--- src/hw/aoss_pkg.sv ---
package aoss_pkg;
    // Configuration register layout
    localparam int AOSS_CFG_W = 8;
    localparam int AOSS_SEL_W = 6;
    localparam int AOSS_SEL_LSB = 0;
    localparam int AOSS_INV_BIT = 6;
    localparam logic [7:0] AOSS_PIN_A_CFG_RESET = 8'h3f;
    localparam logic [7:0] AOSS_PIN_B_CFG_RESET = 8'h2e;
    localparam logic [7:0] AOSS_TEMP_SENSOR_CFG = 8'h80;

    // Select codes
    localparam logic [5:0] AOSS_SEL_TX_THRESH = 6'h02;
    localparam logic [5:0] AOSS_SEL_TX_FULL = 6'h03;
    localparam logic [5:0] AOSS_SEL_UNDERFLOW = 6'h05;
    localparam logic [5:0] AOSS_SEL_PKT_SYNC = 6'h06;
    localparam logic [5:0] AOSS_SEL_PLL_LOCK = 6'h0a;
    localparam logic [5:0] AOSS_SEL_SERIAL_CLK = 6'h0b;
    localparam logic [5:0] AOSS_SEL_TEST_LAST = 6'h28;
    localparam logic [5:0] AOSS_SEL_CHIP_RDY = 6'h29;
    localparam logic [5:0] AOSS_SEL_CRYSTAL_STABLE = 6'h2b;
    localparam logic [5:0] AOSS_SEL_DRIVE_EN_N = 6'h2d;
    localparam logic [5:0] AOSS_SEL_HIGH_Z = 6'h2e;
    localparam logic [5:0] AOSS_SEL_CONST_LOW = 6'h2f;
    localparam logic [5:0] AOSS_SEL_DIV_192 = 6'h3f;

    // Crystal clock divided by 192: toggle every half period
    localparam int AOSS_CLK_DIV = 192;
    localparam int AOSS_HALF_DIV = AOSS_CLK_DIV / 2;

    // Controller register offsets
    localparam int AOSS_ADDR_W = 4;
    localparam logic [3:0] AOSS_REG_CFG_A = 4'h0;
    localparam logic [3:0] AOSS_REG_CFG_B = 4'h1;
    localparam logic [3:0] AOSS_REG_CTRL = 4'h2;
    localparam logic [3:0] AOSS_REG_PINS = 4'h3;
    localparam logic [3:0] AOSS_REG_IRQ_STAT = 4'h4;
    localparam logic [3:0] AOSS_REG_IRQ_EN = 4'h5;
    localparam logic [3:0] AOSS_REG_IRQ_CLR = 4'h6;
    localparam logic AOSS_CS_N_RESET = 1'b1;

    // Interrupt status bits
    localparam int AOSS_IRQ_W = 3;
    localparam int AOSS_IRQ_A_RISE = 0;
    localparam int AOSS_IRQ_B_RISE = 1;
    localparam int AOSS_IRQ_REFUSED = 2;

    // Select codes without a defined function
    function automatic logic aoss_sel_reserved(input logic [5:0] sel);
        aoss_sel_reserved = (sel <= 6'h01) || (sel == 6'h04) || (sel >= 6'h07 && sel <= 6'h09)
            || (sel >= 6'h0c && sel <= AOSS_SEL_TEST_LAST) || (sel == 6'h2a) || (sel == 6'h2c);
    endfunction
endpackage

--- src/hw/aoss_link_if.sv ---
`timescale 1ns/100ps
interface aoss_link_if;
    logic cfg_wr;
    logic cfg_sel_b;
    logic [7:0] cfg_data;
    logic chip_select_n;
    logic aux_out_a_o;
    logic aux_out_a_oe;
    logic aux_out_b_o;
    logic aux_out_b_oe;
    logic aux_out_a;
    logic aux_out_b;

    // Undriven pins rest high through a pull-up
    assign aux_out_a = aux_out_a_oe ? aux_out_a_o : 1'b1;
    assign aux_out_b = aux_out_b_oe ? aux_out_b_o : 1'b1;

    modport dev (
        input cfg_wr,
        input cfg_sel_b,
        input cfg_data,
        input chip_select_n,
        output aux_out_a_o,
        output aux_out_a_oe,
        output aux_out_b_o,
        output aux_out_b_oe
    );

    modport host (
        output cfg_wr,
        output cfg_sel_b,
        output cfg_data,
        output chip_select_n,
        input aux_out_a,
        input aux_out_b
    );
endinterface

--- src/hw/aoss_tick_div.sv ---
`timescale 1ns/100ps
module aoss_tick_div #(
    parameter int N = 2
) (
    input wire logic clk, // System clock
    input wire logic rstn, // Synchronous reset, active low
    output logic tick // One-cycle pulse every N cycles
);
    localparam int W = (N > 1) ? $clog2(N) : 1;
    localparam logic [W-1:0] LAST = W'(N - 1);

    logic [W-1:0] count;

    // Free-running count, pulse on wrap
    always_ff @(posedge clk) begin
        if (!rstn) begin
            count <= '0;
            tick <= 1'b0;
        end else begin
            tick <= (count == LAST);
            count <= (count == LAST) ? '0 : count + W'(1);
        end
    end
endmodule

--- src/hw/aoss_device.sv ---
`timescale 1ns/100ps
// What this block does
// - Two pins, each chosen by 6-bit select
// - Pin B valid only while chip select high
// - Pin B defaults to high impedance
// - Pin A defaults to crystal clock /192
// - Host may rewrite pin A select anytime
// - Value 128 routes temperature sensor to A
// - Sleep: B forced high, A high impedance
// - Code 2: fill at or above threshold
// - Code 3: full until below threshold
// - Code 5: underflow until flush
// - Code 6: sync sent until end/underflow
// - Code 10: PLL lock detector, host interrupt
// - Code 11: serial clock, rising edge sampling
// - Code 45: active-low pin A tri-state enable (low while pin A is serial data input)
// - Host never programs reserved select codes
// - Code 47: constant 0, inverted gives 1
module aoss_device
    import aoss_pkg::*;
(
    input wire logic SYS_CLK, // 20 MHz crystal clock
    input wire logic RSTN, // Synchronous reset, active low
    aoss_link_if.dev LINK, // Pins and config toward host
    input wire logic FIFO_AT_THRESH, // Fill level at or above threshold
    input wire logic FIFO_FULL, // Transmit buffer full
    input wire logic FIFO_UNDERFLOW, // Underflow event pulse
    input wire logic FIFO_FLUSH, // Flush event pulse
    input wire logic SYNC_SENT, // Sync word sent pulse
    input wire logic PACKET_END, // Packet end pulse
    input wire logic PLL_LOCK, // Lock detector level
    input wire logic SERIAL_CLK, // Serial bit clock level
    input wire logic PIN_A_TX_INPUT, // Pin A used as serial data input
    input wire logic CHIP_READY, // Chip ready level
    input wire logic CRYSTAL_STABLE, // Crystal oscillator stable
    input wire logic SLEEP, // Low-power sleep state
    input wire logic SPI_DATA_OUT, // Serial data out while selected
    output logic TEMP_SENSE_EN // Temperature sensor routed to pin A
);
    typedef struct packed {
        logic [7:0] pin_a_config;
        logic [7:0] pin_b_config;
        logic full_flag;
        logic underflow_flag;
        logic packet_flag;
        logic div_clk;
        logic temp_en;
        logic aux_out_a_o;
        logic aux_out_a_oe;
        logic aux_out_b_o;
        logic aux_out_b_oe;
    } aoss_dev_s;

    aoss_dev_s st;
    aoss_dev_s next_st;
    logic half_tick;
    logic [5:0] pin_a_select;
    logic [5:0] pin_b_select;
    logic pin_a_invert;
    logic pin_b_invert;
    logic pin_a_drive_enable_n;

    // Half-period pulse for the divided clock
    aoss_tick_div #(
        .N(AOSS_HALF_DIV)
    ) u_div (
        .clk(SYS_CLK),
        .rstn(RSTN),
        .tick(half_tick)
    );

    // Config fields
    assign pin_a_select = st.pin_a_config[AOSS_SEL_LSB +: AOSS_SEL_W];
    assign pin_b_select = st.pin_b_config[AOSS_SEL_LSB +: AOSS_SEL_W];
    assign pin_a_invert = st.pin_a_config[AOSS_INV_BIT];
    assign pin_b_invert = st.pin_b_config[AOSS_INV_BIT];
    assign pin_a_drive_enable_n = ~PIN_A_TX_INPUT;

    // Digital signal for a select code
    function automatic logic pick(input logic [5:0] sel, input aoss_dev_s s);
        logic v;
        v = 1'b0;
        unique case (sel)
            AOSS_SEL_TX_THRESH: v = FIFO_AT_THRESH;
            AOSS_SEL_TX_FULL: v = s.full_flag;
            AOSS_SEL_UNDERFLOW: v = s.underflow_flag;
            AOSS_SEL_PKT_SYNC: v = s.packet_flag;
            AOSS_SEL_PLL_LOCK: v = PLL_LOCK;
            AOSS_SEL_SERIAL_CLK: v = SERIAL_CLK;
            AOSS_SEL_CHIP_RDY: v = CHIP_READY;
            AOSS_SEL_CRYSTAL_STABLE: v = CRYSTAL_STABLE;
            AOSS_SEL_DRIVE_EN_N: v = pin_a_drive_enable_n;
            AOSS_SEL_CONST_LOW: v = 1'b0;
            AOSS_SEL_DIV_192: v = s.div_clk;
            default: v = 1'b0;
        endcase
        pick = v;
    endfunction

    // Next state
    always_comb begin
        next_st = st;

        // Configuration writes from the host
        if (LINK.cfg_wr) begin
            if (LINK.cfg_sel_b) begin
                next_st.pin_b_config = LINK.cfg_data;
            end else begin
                // Any write other than the sensor value turns the sensor off
                next_st.pin_a_config = LINK.cfg_data;
                next_st.temp_en = (LINK.cfg_data == AOSS_TEMP_SENSOR_CFG);
            end
        end

        // Full flag: set by full, cleared below threshold; set wins
        if (FIFO_FULL) begin
            next_st.full_flag = 1'b1;
        end else if (!FIFO_AT_THRESH) begin
            next_st.full_flag = 1'b0;
        end

        // Underflow flag: held until flush; set wins
        if (FIFO_UNDERFLOW) begin
            next_st.underflow_flag = 1'b1;
        end else if (FIFO_FLUSH) begin
            next_st.underflow_flag = 1'b0;
        end

        // Packet flag: sync sent until packet end or underflow
        if (SYNC_SENT) begin
            next_st.packet_flag = 1'b1;
        end else if (PACKET_END || FIFO_UNDERFLOW) begin
            next_st.packet_flag = 1'b0;
        end

        // Divided crystal clock, running from reset
        if (half_tick) begin
            // Free-running so the host can use it before any write
            next_st.div_clk = ~st.div_clk;
        end

        // Pin A drive
        if (SLEEP) begin
            // Released in sleep whatever the select
            next_st.aux_out_a_o = 1'b0;
            next_st.aux_out_a_oe = 1'b0;
        end else if (st.temp_en) begin
            // Analog voltage owns the pin, no digital drive
            next_st.aux_out_a_o = 1'b0;
            next_st.aux_out_a_oe = 1'b0;
        end else if (PIN_A_TX_INPUT || pin_a_select == AOSS_SEL_HIGH_Z) begin
            // Pin taken as serial data input, or tri-stated
            next_st.aux_out_a_o = 1'b0;
            next_st.aux_out_a_oe = 1'b0;
        end else begin
            // Selected signal, polarity set by the invert bit
            next_st.aux_out_a_o = pick(pin_a_select, st) ^ pin_a_invert;
            next_st.aux_out_a_oe = 1'b1;
        end

        // Pin B drive, shared with serial data out
        if (SLEEP) begin
            // Held high in sleep whatever the select
            next_st.aux_out_b_o = 1'b1;
            next_st.aux_out_b_oe = 1'b1;
        end else if (!LINK.chip_select_n) begin
            // Serial data out owns the line while selected
            next_st.aux_out_b_o = SPI_DATA_OUT;
            next_st.aux_out_b_oe = 1'b1;
        end else if (pin_b_select == AOSS_SEL_HIGH_Z) begin
            // Released so a shared bus is left alone
            next_st.aux_out_b_o = 1'b0;
            next_st.aux_out_b_oe = 1'b0;
        end else begin
            // Selected signal, meaningful only while deselected
            next_st.aux_out_b_o = pick(pin_b_select, st) ^ pin_b_invert;
            next_st.aux_out_b_oe = 1'b1;
        end
    end

    // State register
    always_ff @(posedge SYS_CLK) begin
        if (!RSTN) begin
            // Config defaults: A shows the divided clock, B released
            st.pin_a_config <= AOSS_PIN_A_CFG_RESET;
            st.pin_b_config <= AOSS_PIN_B_CFG_RESET;

            // Event flags and sensor start clear
            st.full_flag <= 1'b0;
            st.underflow_flag <= 1'b0;
            st.packet_flag <= 1'b0;
            st.div_clk <= 1'b0;
            st.temp_en <= 1'b0;

            // Pin A driven from the first cycle, pin B left to the bus
            st.aux_out_a_o <= 1'b0;
            st.aux_out_a_oe <= 1'b1;
            st.aux_out_b_o <= 1'b0;
            st.aux_out_b_oe <= 1'b0;
        end else begin
            st <= next_st;
        end
    end

    // Outputs straight from the state register
    assign LINK.aux_out_a_o = st.aux_out_a_o;
    assign LINK.aux_out_a_oe = st.aux_out_a_oe;
    assign LINK.aux_out_b_o = st.aux_out_b_o;
    assign LINK.aux_out_b_oe = st.aux_out_b_oe;
    assign TEMP_SENSE_EN = st.temp_en;
endmodule

--- src/flat_wrapper.sv ---
// flat-port wrapper written by rule: the top's interface ports become plain ports
module aoss_device_flat import aoss_pkg::*;
  (SYS_CLK, RSTN, FIFO_AT_THRESH, FIFO_FULL, FIFO_UNDERFLOW, FIFO_FLUSH, SYNC_SENT, PACKET_END, PLL_LOCK, SERIAL_CLK, PIN_A_TX_INPUT, CHIP_READY, CRYSTAL_STABLE, SLEEP, SPI_DATA_OUT, TEMP_SENSE_EN, LINK_cfg_wr, LINK_cfg_sel_b, LINK_cfg_data, LINK_chip_select_n, LINK_aux_out_a_o, LINK_aux_out_a_oe, LINK_aux_out_b_o, LINK_aux_out_b_oe);
  aoss_link_if LINK_i ();
  input wire logic SYS_CLK;
  input wire logic RSTN;
  input wire logic FIFO_AT_THRESH;
  input wire logic FIFO_FULL;
  input wire logic FIFO_UNDERFLOW;
  input wire logic FIFO_FLUSH;
  input wire logic SYNC_SENT;
  input wire logic PACKET_END;
  input wire logic PLL_LOCK;
  input wire logic SERIAL_CLK;
  input wire logic PIN_A_TX_INPUT;
  input wire logic CHIP_READY;
  input wire logic CRYSTAL_STABLE;
  input wire logic SLEEP;
  input wire logic SPI_DATA_OUT;
  output logic TEMP_SENSE_EN;
  input wire logic [$bits(LINK_i.cfg_wr)-1:0] LINK_cfg_wr;
  input wire logic [$bits(LINK_i.cfg_sel_b)-1:0] LINK_cfg_sel_b;
  input wire logic [$bits(LINK_i.cfg_data)-1:0] LINK_cfg_data;
  input wire logic [$bits(LINK_i.chip_select_n)-1:0] LINK_chip_select_n;
  output wire logic [$bits(LINK_i.aux_out_a_o)-1:0] LINK_aux_out_a_o;
  output wire logic [$bits(LINK_i.aux_out_a_oe)-1:0] LINK_aux_out_a_oe;
  output wire logic [$bits(LINK_i.aux_out_b_o)-1:0] LINK_aux_out_b_o;
  output wire logic [$bits(LINK_i.aux_out_b_oe)-1:0] LINK_aux_out_b_oe;
  assign LINK_i.cfg_wr = LINK_cfg_wr;
  assign LINK_i.cfg_sel_b = LINK_cfg_sel_b;
  assign LINK_i.cfg_data = LINK_cfg_data;
  assign LINK_i.chip_select_n = LINK_chip_select_n;
  assign LINK_aux_out_a_o = LINK_i.aux_out_a_o;
  assign LINK_aux_out_a_oe = LINK_i.aux_out_a_oe;
  assign LINK_aux_out_b_o = LINK_i.aux_out_b_o;
  assign LINK_aux_out_b_oe = LINK_i.aux_out_b_oe;
  aoss_device u_core (.SYS_CLK(SYS_CLK), .RSTN(RSTN), .LINK(LINK_i), .FIFO_AT_THRESH(FIFO_AT_THRESH), .FIFO_FULL(FIFO_FULL), .FIFO_UNDERFLOW(FIFO_UNDERFLOW), .FIFO_FLUSH(FIFO_FLUSH), .SYNC_SENT(SYNC_SENT), .PACKET_END(PACKET_END), .PLL_LOCK(PLL_LOCK), .SERIAL_CLK(SERIAL_CLK), .PIN_A_TX_INPUT(PIN_A_TX_INPUT), .CHIP_READY(CHIP_READY), .CRYSTAL_STABLE(CRYSTAL_STABLE), .SLEEP(SLEEP), .SPI_DATA_OUT(SPI_DATA_OUT), .TEMP_SENSE_EN(TEMP_SENSE_EN));
endmodule
--- config.mk ---
export PLATFORM = sky130hd
export DESIGN_NAME = aoss_device_flat
export DESIGN_NICKNAME = d
export VERILOG_FILES = /design/src/hw/aoss_pkg.sv /design/src/hw/aoss_link_if.sv /design/src/hw/aoss_tick_div.sv /design/src/hw/aoss_device.sv /design/src/flat_wrapper.sv
export SDC_FILE = /design/constraint.sdc
export NUM_CORES = 1
export LEC_CHECK = 0
export ABC_AREA = 1
export BUFFER_PORTS_ARGS = -buffer_cell sky130_fd_sc_hd__buf_4
export CAP_MARGIN = 20
export CORE_MARGIN = 5
export CORE_UTILIZATION = 49
export DETAILED_ROUTE_END_ITERATION = 10
export PLACE_DENSITY = 0.83
export SYNTH_ARGS = -nofsm -noshare
export SYNTH_HDL_FRONTEND = slang
export SYNTH_SLANG_ARGS = --single-unit
--- constraint.sdc ---
create_clock -name SYS_CLK -period 1.6 [get_ports SYS_CLK]
set_clock_uncertainty 0.2 [all_clocks]
set_input_delay 0.32 -clock SYS_CLK [delete_from_list [all_inputs] [get_ports SYS_CLK]]
set_output_delay 0.32 -clock SYS_CLK [all_outputs]
set_load 0.01 [all_outputs]
==> metrics.txt, run 1 <==
Reg power frac=0.545; net switching share of the total power=0.278; Mapped Cells=231; crit start category=register; fraction of synthesized cell area in xor and xnor cells=0.0168; synth top area cells=sky130_fd_sc_hd__dfxtp_1 (40%), sky130_fd_sc_hd__nand2_1 (11%), sky130_fd_sc_hd__nor2_1 (8.6%), sky130_fd_sc_hd__inv_1 (7.9%), sky130_fd_sc_hd__nand3_1 (6.1%); Slew Viols, Final=0; list of cells traversed by the critical path=ha_4, nand2_2, nor2_2, inv_1, nor2_2, inv_2, nor2_4, nand2_2, nand2_4, nor3b_1; number of nets in the finished design=296; Peak supply drop=0.000420 V; Inserted Clock Buffers=5; layout overhead on the synthesized area=26.6%; drt via density=5.09; pin count of the biggest net entering global routing=21; number of port buffers=30; CTS HTree Levels=2; number of core rows=20; antenna violations before repair=0; share of synthesized area occupied by flip-flops and latches=0.396; leading cell type in the layout, fill and taps excluded=sky130_fd_sc_hd__nand2_1; final hold violation count=0; Rel. slew slack=0.821; Cell Pwr Density=791 mW/mm^2; global-route wire length before repair=6.13 mm; internal power summed over all cells=1.13 mW; worst reg-to-reg path cell count=10; CP endpoint kind=register; DRT Pass-1 Iters=5; clock tree root driver cell=sky130_fd_sc_hd__clkbuf_4; sw power=437 uW; fin crit period=1.56 ns; syn nets=258; portion of total power attributed to combinational logic=0.163; vias in the first global route=1,430; required time of the worst setup path=1.63 ns; number of distinct library cell variants in the gate-level netlist after synthesis=26; number of antenna repair diodes=0; clock sinks=31; top-area cell type share of the netlist area=0.396; leftover overflow at the end of global routing=0; worst-case setup slack after placement=-0.00243 ns; violation count after the first detailed-route iteration=74; launch point of the worst reg-to-reg path=u_core.u_div.count[1]; Leak=0.979 nW; status=completed; post-place instance area=0.00184 sq mm; final count of negative-setup-slack endpoints=0; die span in x=66.5 um; Hold Crit Start=SYNC_SENT; Syn Std Cell Area=0.00157 sq mm; WS Path Type=reg -> reg; placed wire-length estimate after detailed placement=2.85 mm; Overall Global Routing Usage=0.186; path category of the worst min-delay check=in -> reg; clock-pin slew of the registers on the worst-case setup and hold paths=0.09 ns; vias after detailed routing=1,594; part of the total power dissipated in the clock network=0.292; Crit Path Max Fanout=5; IO Pins=31; Worst Hold Path Cells=3; share of post-route cells with drive strength above 1=0.279; initial standard-cell utilization of the core=0.513; Worst-Margin Slew=0.268 ns; area share of and/or/nand/nor cells after synthesis=0.359; Hold EP=u_core.st[6]; clock latency at the later pin of the worst-skew pair=0.33 ns; multiplexer share of the synthesized area=0; Post-Layout Inst Area=0.00198 sq mm; sum of routed wire length over all layers=3.77 mm; height of the chip=66.5 um; max_cap viols=0; maximum clock insertion buffer count=2; commonest cells after routing, fill and taps aside=sky130_fd_sc_hd__nand2_1 (41), sky130_fd_sc_hd__buf_4 (34), sky130_fd_sc_hd__inv_1 (32), sky130_fd_sc_hd__nor2_1 (32), sky130_fd_sc_hd__dfxtp_1 (25); reg2reg setup slack=0.04 ns; Syn. warnings=0; routed wirelength normalized by instance count=12.0 um; synthesized-area fraction occupied by adder cells=0.00799; maximum frequency from static timing analysis=639 MHz; antenna violation net count after detailed routing=0; number of non-filler instances in the completed layout=313; end of the worst register-to-register path=u_core.u_div.count[2]; crit path setup slack, layout=0.0353 ns; main combinational cell family by area after synthesis=simple AND/OR/NAND/NOR gates; mean instance size in the synthesized netlist=6.78 sq um; number of synthesized register bits=31; Worst Path Arrival=1.59 ns; Final Cycle Share=0.978; Synth area leader=sky130_fd_sc_hd__dfxtp_1; cell count after placement=303; Slowest-stage cell, CP=sky130_fd_sc_hd__dfxtp_2; die footprint=0.00443 sq mm; Floorplan Core Area=0.00305 sq mm; drt drc=0; routability-driven placement congestion ratio=0.880; clock tree from TritonCTS=built; compound-gate portion of the synthesized area=0.118; stage delay of the slowest cell on the critical path=0.36 ns
==> per-stage QoR <==
stage,TNS (ns),hold slack (ns),utilization,power (mW)
4_1_cts,0,0.00122,0.623,1.56
5_1_grt,-0.398,0.0233,0.650,1.65
6_report,0,0.00423,0.650,1.57
2_1_floorplan,0,0.218,-,0.999
3_3_place_gp,0,0.228,0.603,1.10
3_5_place_dp,-0.00243,0.241,0.603,1.11
==> kinds of logic after synthesis <==
group	Yosys count
flops	31
fa+ha+maj	1
xor+xnor	3
compound gates	31
buf+inv	42
simple gates	123
==> worst max-delay path: cells and delay by family, from the launching register on <==
family / cells / cell delay (ns)
simple gates: 7 / 0.64
buf+inv: 2 / 0.14
flops: 1 / 0.36
fa+ha+maj: 1 / 0.14
==> worst max path at each step <==
stage / endpoint / slack (ns) / startpoint
4_1_cts: u_core.u_div.count[5] / 0.02 / u_core.u_div.count[0]
5_1_grt: u_core.u_div.count[2] / -0.09 / u_core.u_div.count[1]
3_3_place_gp: u_core.u_div.count[2] / 0.04 / u_core.u_div.count[0]
3_5_place_dp: u_core.u_div.count[2] / -0.002 / u_core.u_div.count[0]
2_1_floorplan: u_core.u_div.count[2] / 0.12 / u_core.u_div.count[0]
6_report: u_core.u_div.count[2] / 0.04 / u_core.u_div.count[1]
==> Yosys cell counts <==
master / n
sky130_fd_sc_hd__nor3b_1: 1
sky130_fd_sc_hd__a21oi_1: 10
sky130_fd_sc_hd__clkbuf_1: 2
sky130_fd_sc_hd__inv_2: 6
sky130_fd_sc_hd__nor2_2: 5
sky130_fd_sc_hd__nand2_1: 44
sky130_fd_sc_hd__buf_2: 1
sky130_fd_sc_hd__nor4_1: 2
sky130_fd_sc_hd__o21ai_0: 8
sky130_fd_sc_hd__a21oi_2: 1
sky130_fd_sc_hd__nor2_1: 36
sky130_fd_sc_hd__nand3b_1: 1
sky130_fd_sc_hd__nand3_1: 19
sky130_fd_sc_hd__xnor2_1: 1
sky130_fd_sc_hd__ha_1: 1
sky130_fd_sc_hd__nor3_2: 3
sky130_fd_sc_hd__nand4_1: 5
sky130_fd_sc_hd__dfxtp_1: 31
sky130_fd_sc_hd__a22o_1: 1
sky130_fd_sc_hd__nor3_1: 3
sky130_fd_sc_hd__o21ai_1: 2
sky130_fd_sc_hd__nand2_2: 2
sky130_fd_sc_hd__xor2_1: 2
sky130_fd_sc_hd__inv_1: 33
sky130_fd_sc_hd__nand3_2: 2
sky130_fd_sc_hd__o211ai_1: 9
==> metal layers <==
metal	GRT usage	routed length (um)	up-vias
li1	-	-	816
met1	0.223	1690	727
met2	0.308	1820	45
met3	0.0506	201	6
met4	0.0812	57	0
met5	0	0	-
==> flip-flops by register name, indices dropped and copies added, names as in the netlist <==
name                      flops
u_core.pin_a_invert           1
u_core.pin_b_invert           1
u_core.TEMP_SENSE_EN          1
u_core.st                     4
u_core.LINK.aux_out_b_o       1
u_core.LINK.aux_out_a_o       1
u_core.pin_b_select           6
u_core.LINK.aux_out_b_oe      1
u_core.LINK.aux_out_a_oe      1
u_core.pin_a_select           6
u_core.u_div.tick             1
u_core.u_div.count            7
==> layout make-up <==
class,count,area (sq um)
clock inverter,1,5.00
sequential,31,628
timing repair buffer,34,255
inverter,39,146
tap,44,55.1
multi-input combinational,158,842
clock buffer,6,51.3
fill,304,1070
==> power by group through the flow <==
stage          clock network (mW)  registers [mW]  logic (mW)
4_1_cts                     0.467           0.849       0.243
2_1_floorplan                   0           0.863       0.136
3_3_place_gp                    0           0.865       0.236
3_5_place_dp                    0           0.867       0.240
5_1_grt                     0.507           0.861       0.287
6_report                    0.458           0.855       0.256
==> repair_timing <==
| item | CTS | global route |
|---|---|---|
| buffers inserted | 0 | 3 |
| hold buffers | 0 | 0 |
| endpoints found under the setup margin | 4 | 8 |
| resized for setup | 1 | 20 |
| pin swaps | 0 | 4 |
Power figures use the tool's default switching activity.
==> run 2: changes to the inputs <==
- CORE_ASPECT_RATIO: unset -> 0.6
==> run 2 against run 1 <==
Net effect: register-to-register slack worse by 0.04 ns; design area up 1.3%; fmax down 2.6%; largest power group unchanged; critical path type unchanged; the run now ends with negative setup slack left.
==> metrics.txt, run 2 (synthesized netlist as in run 1, its figures left out) <==
sw power=489 uW (was 437 uW); routability-driven placement congestion ratio=0.890 (was 0.880); commonest cells after routing, fill and taps aside=sky130_fd_sc_hd__nand2_1 (41), sky130_fd_sc_hd__buf_4 (33), sky130_fd_sc_hd__inv_1 (32), sky130_fd_sc_hd__nor2_1 (32), sky130_fd_sc_hd__dfxtp_1 (23) (was sky130_fd_sc_hd__nand2_1 (41), sky130_fd_sc_hd__buf_4 (34), sky130_fd_sc_hd__inv_1 (32), sky130_fd_sc_hd__nor2_1 (32), sky130_fd_sc_hd__dfxtp_1 (25)); antenna violations before repair=0 (unchanged); CTS HTree Levels=2 (unchanged); clock sinks=31 (unchanged); Seq. cell area=633 sq um (was 628 sq um); IO Pins=31 (unchanged); final count of negative-setup-slack endpoints=1 (was 0); end of the worst register-to-register path=u_core.u_div.count[0] (was u_core.u_div.count[2]); status=complete, but fails checks (was completed); leading cell type in the layout, fill and taps excluded=sky130_fd_sc_hd__nand2_1 (unchanged); Cell Pwr Density=859 mW/mm^2 (was 791 mW/mm^2); worst hold margin=0.0519 ns (was 0.00423 ns); max reg flops=7 (unchanged); Overall Global Routing Usage=0.195 (was 0.186); clock tree from TritonCTS=built (unchanged); worst reg-to-reg path cell count=10 (unchanged); part of the total power dissipated in the clock network=0.347 (was 0.292); pin count of the biggest net entering global routing=21 (unchanged); antenna violation net count after detailed routing=0 (unchanged); number of gates on the worst path with buffers counted=10 (unchanged); initial standard-cell utilization of the core=0.528 (was 0.513); global-route wire length before repair=6.71 mm (was 6.13 mm); number of antenna repair diodes=0 (unchanged); Peak supply drop=0.000609 V (was 0.000420 V); WS Path Type=reg -> reg (unchanged); maximum frequency from static timing analysis=623 MHz (was 639 MHz); area taken by multi-input logic gates=848 sq um (was 842 sq um); Worst-Margin Slew=0.330 ns (was 0.268 ns); Biggest register=u_core.u_div.count (unchanged); setup repair after global routing missed its margin=yes; share of post-route cells with drive strength above 1=0.279 (unchanged); die span in x=83.0 um (was 66.5 um); Worst Path Arrival=1.59 ns (about the same); fin crit period=1.61 ns (was 1.56 ns); placed wire-length estimate after detailed placement=3.05 mm (was 2.85 mm); Inserted Clock Buffers=5 (unchanged); Setup TNS Final=-0.00577 ns (was 0 ns); drt drc=0 (unchanged); drt via density=5.32 (was 5.09); clock tree root driver cell=sky130_fd_sc_hd__clkbuf_8 (was sky130_fd_sc_hd__clkbuf_4); Post-Layout Inst Area=0.00201 sq mm (was 0.00198 sq mm); DRT Pass-1 Iters=4 (was 5); Final Cycle Share=1.00 (was 0.978); CP endpoint kind=register (unchanged); number of nets in the finished design=295 (was 296); list of cells traversed by the critical path=ha_4, nand2_2, nor2_1, inv_1, nor2_2, inv_2, nor2_4, nand2_2, nand2_4, nor2_1 (was ha_4, nand2_2, nor2_2, inv_1, nor2_2, inv_2, nor2_4, nand2_2, nand2_4, nor3b_1); routed wirelength normalized by instance count=13.8 um (was 12.0 um); clock-pin slew of the registers on the worst-case setup and hold paths=0.06 ns (was 0.09 ns); Reg power frac=0.500 (was 0.545); die footprint=0.00446 sq mm (was 0.00443 sq mm); family of cells with the greatest summed delay on the critical path=simple AND/OR/NAND/NOR gates (unchanged); Slew Viols, Final=0 (unchanged); stage delay of the slowest cell on the critical path=0.37 ns (was 0.36 ns); worst path bufs/invs=2 (unchanged); Rel. slew slack=0.778 (was 0.821); vias after detailed routing=1,654 (was 1,594); max_cap viols=0 (unchanged); height of the chip=53.8 um (was 66.5 um); final hold violation count=0 (unchanged); filler cell count=258 (was 304); Leak=0.991 nW (was 0.979 nW); reg2reg setup slack=-0.006 ns (was 0.04 ns); maximum clock insertion buffer count=2 (unchanged); Floorplan Core Area=0.00297 sq mm (was 0.00305 sq mm); number of port buffers=30 (unchanged); net switching share of the total power=0.283 (was 0.278); path category of the worst min-delay check=in -> reg (unchanged); violation count after the first detailed-route iteration=199 (was 74); leftover overflow at the end of global routing=0 (unchanged); critical path endpoint=u_core.u_div.count[0] (was u_core.u_div.count[2]); violated checks=negative setup slack; internal power summed over all cells=1.24 mW (was 1.13 mW); layout overhead on the synthesized area=28.3% (was 26.6%); launch point of the worst reg-to-reg path=u_core.u_div.count[0] (was u_core.u_div.count[1]); clock latency at the later pin of the worst-skew pair=0.29 ns (was 0.33 ns); number of core rows=15 (was 20); Crit Path Max Fanout=5 (unchanged); vias in the first global route=1,435 (was 1,430); portion of total power attributed to combinational logic=0.153 (was 0.163); post-place instance area=0.00184 sq mm (about the same); startpoint of the most critical setup path=u_core.u_div.count[0] (was u_core.u_div.count[1]); crit path setup slack, layout=-0.00577 ns (was 0.0353 ns); Slowest-stage cell, CP=sky130_fd_sc_hd__dfxtp_4 (was sky130_fd_sc_hd__dfxtp_2); crit start category=register (unchanged); sum of routed wire length over all layers=4.30 mm (was 3.77 mm); required time of the worst setup path=1.59 ns (was 1.63 ns)
-- run 2: cell count changes in the layout (fill, tap and decap cells not counted), moves of 2 or more --
cell	delta
sky130_fd_sc_hd__dfxtp_1	-2
sky130_fd_sc_hd__clkbuf_4	-5
sky130_fd_sc_hd__clkbuf_8	+4
sky130_fd_sc_hd__clkbuf_1	+2
-- run 2: cell type report --
class	count	area share
multi-input combinational	158	0.422
tap	42	0.0262
inverter	39	0.0729
clock inverter	1	0.00249
timing repair buffer	33	0.123
sequential	31	0.315
clock buffer	7	0.0380
-- run 2: through the flow --
| stage | setup WS, ns | instances | power (mW) | utilization |
|---|---|---|---|---|
| 6_report | -0.00577 | 311 | 1.73 | 0.678 |
| 5_1_grt | -0.0832 | 311 | 1.80 | 0.678 |
| 4_1_cts | 0.00891 | 309 | 1.69 | 0.649 |
| 3_5_place_dp | -0.0514 | 301 | 1.11 | 0.620 |
| 3_3_place_gp | 0.0384 | 301 | 1.10 | 0.620 |
| 2_1_floorplan | 0.121 | 231 | 0.999 | - |
-- run 2: worst min-delay path by stage --
stage                                 end  depth (start not counted)             startpoint  slack [ns]
floorplan           u_core.u_div.count[0]                          1  u_core.u_div.count[0]        0.22
global placement    u_core.u_div.count[0]                          1  u_core.u_div.count[0]        0.23
detailed placement  u_core.u_div.count[0]                          1  u_core.u_div.count[0]        0.25
CTS                          u_core.st[8]                          3              FIFO_FULL        0.05
global route                 u_core.st[6]                          3              SYNC_SENT        0.07
finish                       u_core.st[8]                          3              FIFO_FULL        0.05
-- run 2: power groups by stage --
stage | clock (mW) | combinational, mW | sequential [mW]
floorplan | 0 | 0.136 | 0.863
CTS | 0.598 | 0.245 | 0.851
global placement | 0 | 0.239 | 0.866
detailed placement | 0 | 0.243 | 0.868
finish | 0.599 | 0.264 | 0.863
global route | 0.637 | 0.297 | 0.867
-- run 2: metal layers --
layer  global-route usage  vias to the layer above  wire [um]
met5                    0                        -          0
met4               0.0788                        0         72
met3               0.0765                        9        419
met2                0.278                       73       1770
met1                0.263                      757       2040
li1                     -                      815          -
-- run 2: tightest hold or removal path: stages --
cell                      delay [ns]
sky130_fd_sc_hd__buf_4          0.08
sky130_fd_sc_hd__a21oi_1        0.03
sky130_fd_sc_hd__nor2_1         0.07
-- run 2: what timing repair did --
action / CTS / global route
gates resized for setup: 2 / 23
endpoints found under the setup margin: 5 / 8
buffers inserted: 0 / 2
pin swaps: 0 / 5
hold buffers: 0 / 0
==> run 3: changes to the inputs <==
- CORE_UTILIZATION: 49 -> 48
- PLACE_DENSITY: 0.83 -> 0.82
- SYNTH_HIERARCHICAL: unset -> 1
==> run 3 against run 2 <==
Net effect: the run now ends clean; total power shrank 3.2%; sequential share of layout area increased by 1.5 points; fmax rose by 8.8%; register-to-register slack better by 0.13 ns; wire length is 12% lower; clock power is 2% lower; sequential cell count unchanged; critical path type unchanged; critical endpoint is now u_core/LINK.aux_out_b_o; largest cell class unchanged.
==> metrics.txt, run 3 <==
vias after detailed routing=1,510 (was 1,654); CP endpoint kind=register (unchanged); clock tree root driver cell=sky130_fd_sc_hd__clkbuf_8 (unchanged); Peak supply drop=0.000530 V (was 0.000609 V); maximum frequency from static timing analysis=678 MHz (was 623 MHz); Hold Crit Start=FIFO_FULL (unchanged); Worst Path Arrival=1.49 ns (was 1.59 ns); Cell Pwr Density=879 mW/mm^2 (was 859 mW/mm^2); Crit Path Max Fanout=3 (was 5); launch point of the worst reg-to-reg path=u_core/pin_b_select[1] (was u_core.u_div.count[0]); share of post-route cells with drive strength above 1=0.223 (was 0.279); antenna violations before repair=0 (unchanged); number of nets in the finished design=286 (was 295); max_cap viols=0 (unchanged); height of the chip=53.5 um (was 53.8 um); commonest cells after routing, fill and taps aside=sky130_fd_sc_hd__nand2_1 (47), sky130_fd_sc_hd__nor2_1 (33), sky130_fd_sc_hd__buf_4 (32) (was sky130_fd_sc_hd__nand2_1 (41), sky130_fd_sc_hd__buf_4 (33), sky130_fd_sc_hd__inv_1 (32), sky130_fd_sc_hd__nor2_1 (32), sky130_fd_sc_hd__dfxtp_1 (23)); required time of the worst setup path=1.62 ns (was 1.59 ns); Biggest register=u_core/u_div/count (was u_core.u_div.count); Final Util=0.645 (was 0.678); clock tree from TritonCTS=built (unchanged); vias in the first global route=1,353 (was 1,435); fin crit period=1.48 ns (was 1.61 ns); clock-pin slew of the registers on the worst-case setup and hold paths=0.06 ns (about the same); clock latency at the later pin of the worst-skew pair=0.28 ns (was 0.29 ns); synth top area cells=sky130_fd_sc_hd__dfxtp_1 (41%), sky130_fd_sc_hd__nand2_1 (12%), sky130_fd_sc_hd__nor2_1 (8.5%), sky130_fd_sc_hd__inv_1 (7.0%), sky130_fd_sc_hd__nand3_1 (6.6%) (was sky130_fd_sc_hd__dfxtp_1 (40%), sky130_fd_sc_hd__nand2_1 (11%), sky130_fd_sc_hd__nor2_1 (8.6%), sky130_fd_sc_hd__inv_1 (7.9%), sky130_fd_sc_hd__nand3_1 (6.1%)); routed wirelength normalized by instance count=12.5 um (was 13.8 um); number of non-filler instances in the completed layout=302 (was 311); WS Path Type=reg -> reg (unchanged); status=completed (was complete, but fails checks); number of synthesized register bits=31 (unchanged); CTS HTree Levels=2 (unchanged); final hold violation count=0 (unchanged); number of distinct library cell variants in the gate-level netlist after synthesis=28 (was 26); leftover overflow at the end of global routing=0 (unchanged); leading cell type in the layout, fill and taps excluded=sky130_fd_sc_hd__nand2_1 (unchanged); sum of routed wire length over all layers=3.76 mm (was 4.30 mm); die footprint=0.00441 sq mm (was 0.00446 sq mm); Overall Global Routing Usage=0.195 (about the same); layout overhead on the synthesized area=25.9% (was 28.3%); Synth area leader=sky130_fd_sc_hd__dfxtp_1 (unchanged); Mapped Cells=222 (was 231); worst path bufs/invs=1 (was 2); clock sinks=31 (unchanged); stage delay of the slowest cell on the critical path=0.36 ns (was 0.37 ns); worst reg-to-reg path cell count=10 (unchanged); share of flip-flops with an asynchronous set or reset after synthesis=0 (unchanged); global-route wire length before repair=6.29 mm (was 6.71 mm); antenna violation net count after detailed routing=0 (unchanged); routability-driven placement congestion ratio=0.920 (was 0.890); end of the worst register-to-register path=u_core/LINK.aux_out_b_o (was u_core.u_div.count[0]); filler cell count=281 (was 258); Setup TNS Final=0 ns (was -0.00577 ns); IO Pins=31 (unchanged); maximum clock insertion buffer count=2 (unchanged); Syn Std Cell Area=0.00151 sq mm (was 0.00157 sq mm); number of enable-type register cells in the synthesized netlist=0 (unchanged); reg2reg setup slack=0.12 ns (was -0.006 ns); drt drc=0 (unchanged); placed wire-length estimate after detailed placement=2.96 mm (was 3.05 mm); Leak=0.914 nW (was 0.991 nW); violation count after the first detailed-route iteration=145 (was 199); number of port buffers=30 (unchanged); syn nets=249 (was 258); Slowest-stage cell, CP=sky130_fd_sc_hd__dfxtp_1 (was sky130_fd_sc_hd__dfxtp_4); Inserted Clock Buffers=5 (unchanged); Final Cycle Share=0.922 (was 1.00); Rel. slew slack=0.809 (was 0.778); top-area cell type share of the netlist area=0.411 (was 0.396); Worst-Margin Slew=0.287 ns (was 0.330 ns); die span in x=82.4 um (was 83.0 um); path category of the worst min-delay check=in -> reg (unchanged); list of cells traversed by the critical path=inv_2, nand2_1, nor2_1, nand3_1, nand3_1, nor2_2, nand2_1, nand2_1, nand3_1, a21oi_2 (was ha_4, nand2_2, nor2_1, inv_1, nor2_2, inv_2, nor2_4, nand2_2, nand2_4, nor2_1); family of cells with the greatest summed delay on the critical path=simple AND/OR/NAND/NOR gates (unchanged); Syn. warnings=6 (was 0); Hold-fix buffers, CTS=0 (unchanged); max reg flops=7 (unchanged); most frequently used cell type in the post-synthesis netlist=sky130_fd_sc_hd__nand2_1 (unchanged); Worst Hold Path Cells=3 (unchanged); pin count of the biggest net entering global routing=19 (was 21); Floorplan Core Area=0.00295 sq mm (was 0.00297 sq mm); leading cell types by count after synthesis=sky130_fd_sc_hd__nand2_1 (48), sky130_fd_sc_hd__nor2_1 (34), sky130_fd_sc_hd__dfxtp_1 (31) (was sky130_fd_sc_hd__nand2_1 (44), sky130_fd_sc_hd__nor2_1 (36), sky130_fd_sc_hd__inv_1 (33)); cell count after placement=294 (was 301); mean instance size in the synthesized netlist=6.80 sq um (was 6.78 sq um); number of core rows=15 (unchanged); drt via density=5.00 (was 5.32); crit start category=register (unchanged); Slew Viols, Final=0 (unchanged); Post-synth top flop=sky130_fd_sc_hd__dfxtp_1 (unchanged); DRT Pass-1 Iters=4 (unchanged); share of synthesized area occupied by flip-flops and latches=0.411 (was 0.396); Hold EP=u_core/st[8] (was u_core.st[8]); initial standard-cell utilization of the core=0.513 (was 0.528); final count of negative-setup-slack endpoints=0 (was 1); number of antenna repair diodes=0 (unchanged)
## run 3: changes by cell type after synthesis, sizes merged, moves of 2 or more
cell	change
nand2	+4
nand4	+3
nor2	-5
o211ai	-2
inv	-7
## run 3: logic make-up after synthesis
family                   count (synthesis)  share of synthesized area
XOR/XNOR                                 2                     0.0116
AO/OA/AOI/OAI                           29                      0.115
buffers and inverters                   34                     0.0845
adder cells (fa/ha/maj)                  1                    0.00828
AND/OR/NAND/NOR                        125                      0.370
flip-flops                              31                      0.411
## run 3: worst max-delay path by stage
stage | slack, ns | from | cells past startpoint | to
floorplan | 0.28 | u_core/pin_a_select[4] | 11 | u_core/LINK.aux_out_a_o
global placement | 0.16 | u_core/pin_a_select[3] | 10 | u_core/LINK.aux_out_a_o
detailed placement | 0.15 | u_core/pin_b_select[4] | 10 | u_core/LINK.aux_out_b_o
CTS | 0.12 | u_core/pin_b_select[2] | 10 | u_core/LINK.aux_out_b_o
global route | -0.02 | u_core/pin_a_select[1] | 10 | u_core/LINK.aux_out_a_o
finish | 0.12 | u_core/pin_b_select[1] | 10 | u_core/LINK.aux_out_b_o
## run 3: tightest hold or removal path: stages
cell,delay [ns]
sky130_fd_sc_hd__buf_4,0.08
sky130_fd_sc_hd__a21oi_1,0.03
sky130_fd_sc_hd__nor2_1,0.07
## run 3: what timing repair did
action,in CTS,in global routing
endpoints found under the hold margin,0,0
gates resized for setup,0,9
setup buffers,0,0
setup endpoints to repair,0,2
## run 3: report_power, final
group / total, mW / internal, mW / switching, mW
Clock: 0.588 / 0.303 / 0.285
Sequential: 0.853 / 0.814 / 0.0397
Combinational: 0.230 / 0.101 / 0.128
## run 3: stage by stage
stage	area, sq um	total power, mW	worst slack (ns)	hold slack [ns]
3_5_place_dp	1800	1.09	0.145	0.261
3_3_place_gp	1800	1.09	0.162	0.250
6_report	1900	1.67	0.125	0.0473
4_1_cts	1880	1.68	0.122	0.0448
2_1_floorplan	1510	0.979	0.282	0.219
5_1_grt	1900	1.76	-0.0193	0.0647
## run 3: routing by layer
metal / vias to the layer above / share of wire / wire length, um / GRT usage
li1: 801 / - / - / -
met1: 638 / 0.52 / 1970 / 0.283
met2: 66 / 0.36 / 1370 / 0.265
met3: 5 / 0.10 / 378 / 0.0527
met4: 0 / 0.012 / 45 / 0.0829
met5: - / 0 / 0 / 0
## run 3: area by class of cell
| cell class | instances | area [sq um] | share of cell area |
|---|---|---|---|
| Inverter | 32 | 120 | 0.0632 |
| Sequential cell | 31 | 627 | 0.330 |
| Multi-Input combinational cell | 157 | 777 | 0.409 |
| Clock buffer | 6 | 72.6 | 0.0382 |
| Tap cell | 42 | 52.6 | 0.0276 |
| Timing Repair Buffer | 32 | 240 | 0.126 |
| Clock inverter | 2 | 12.5 | 0.00658 |
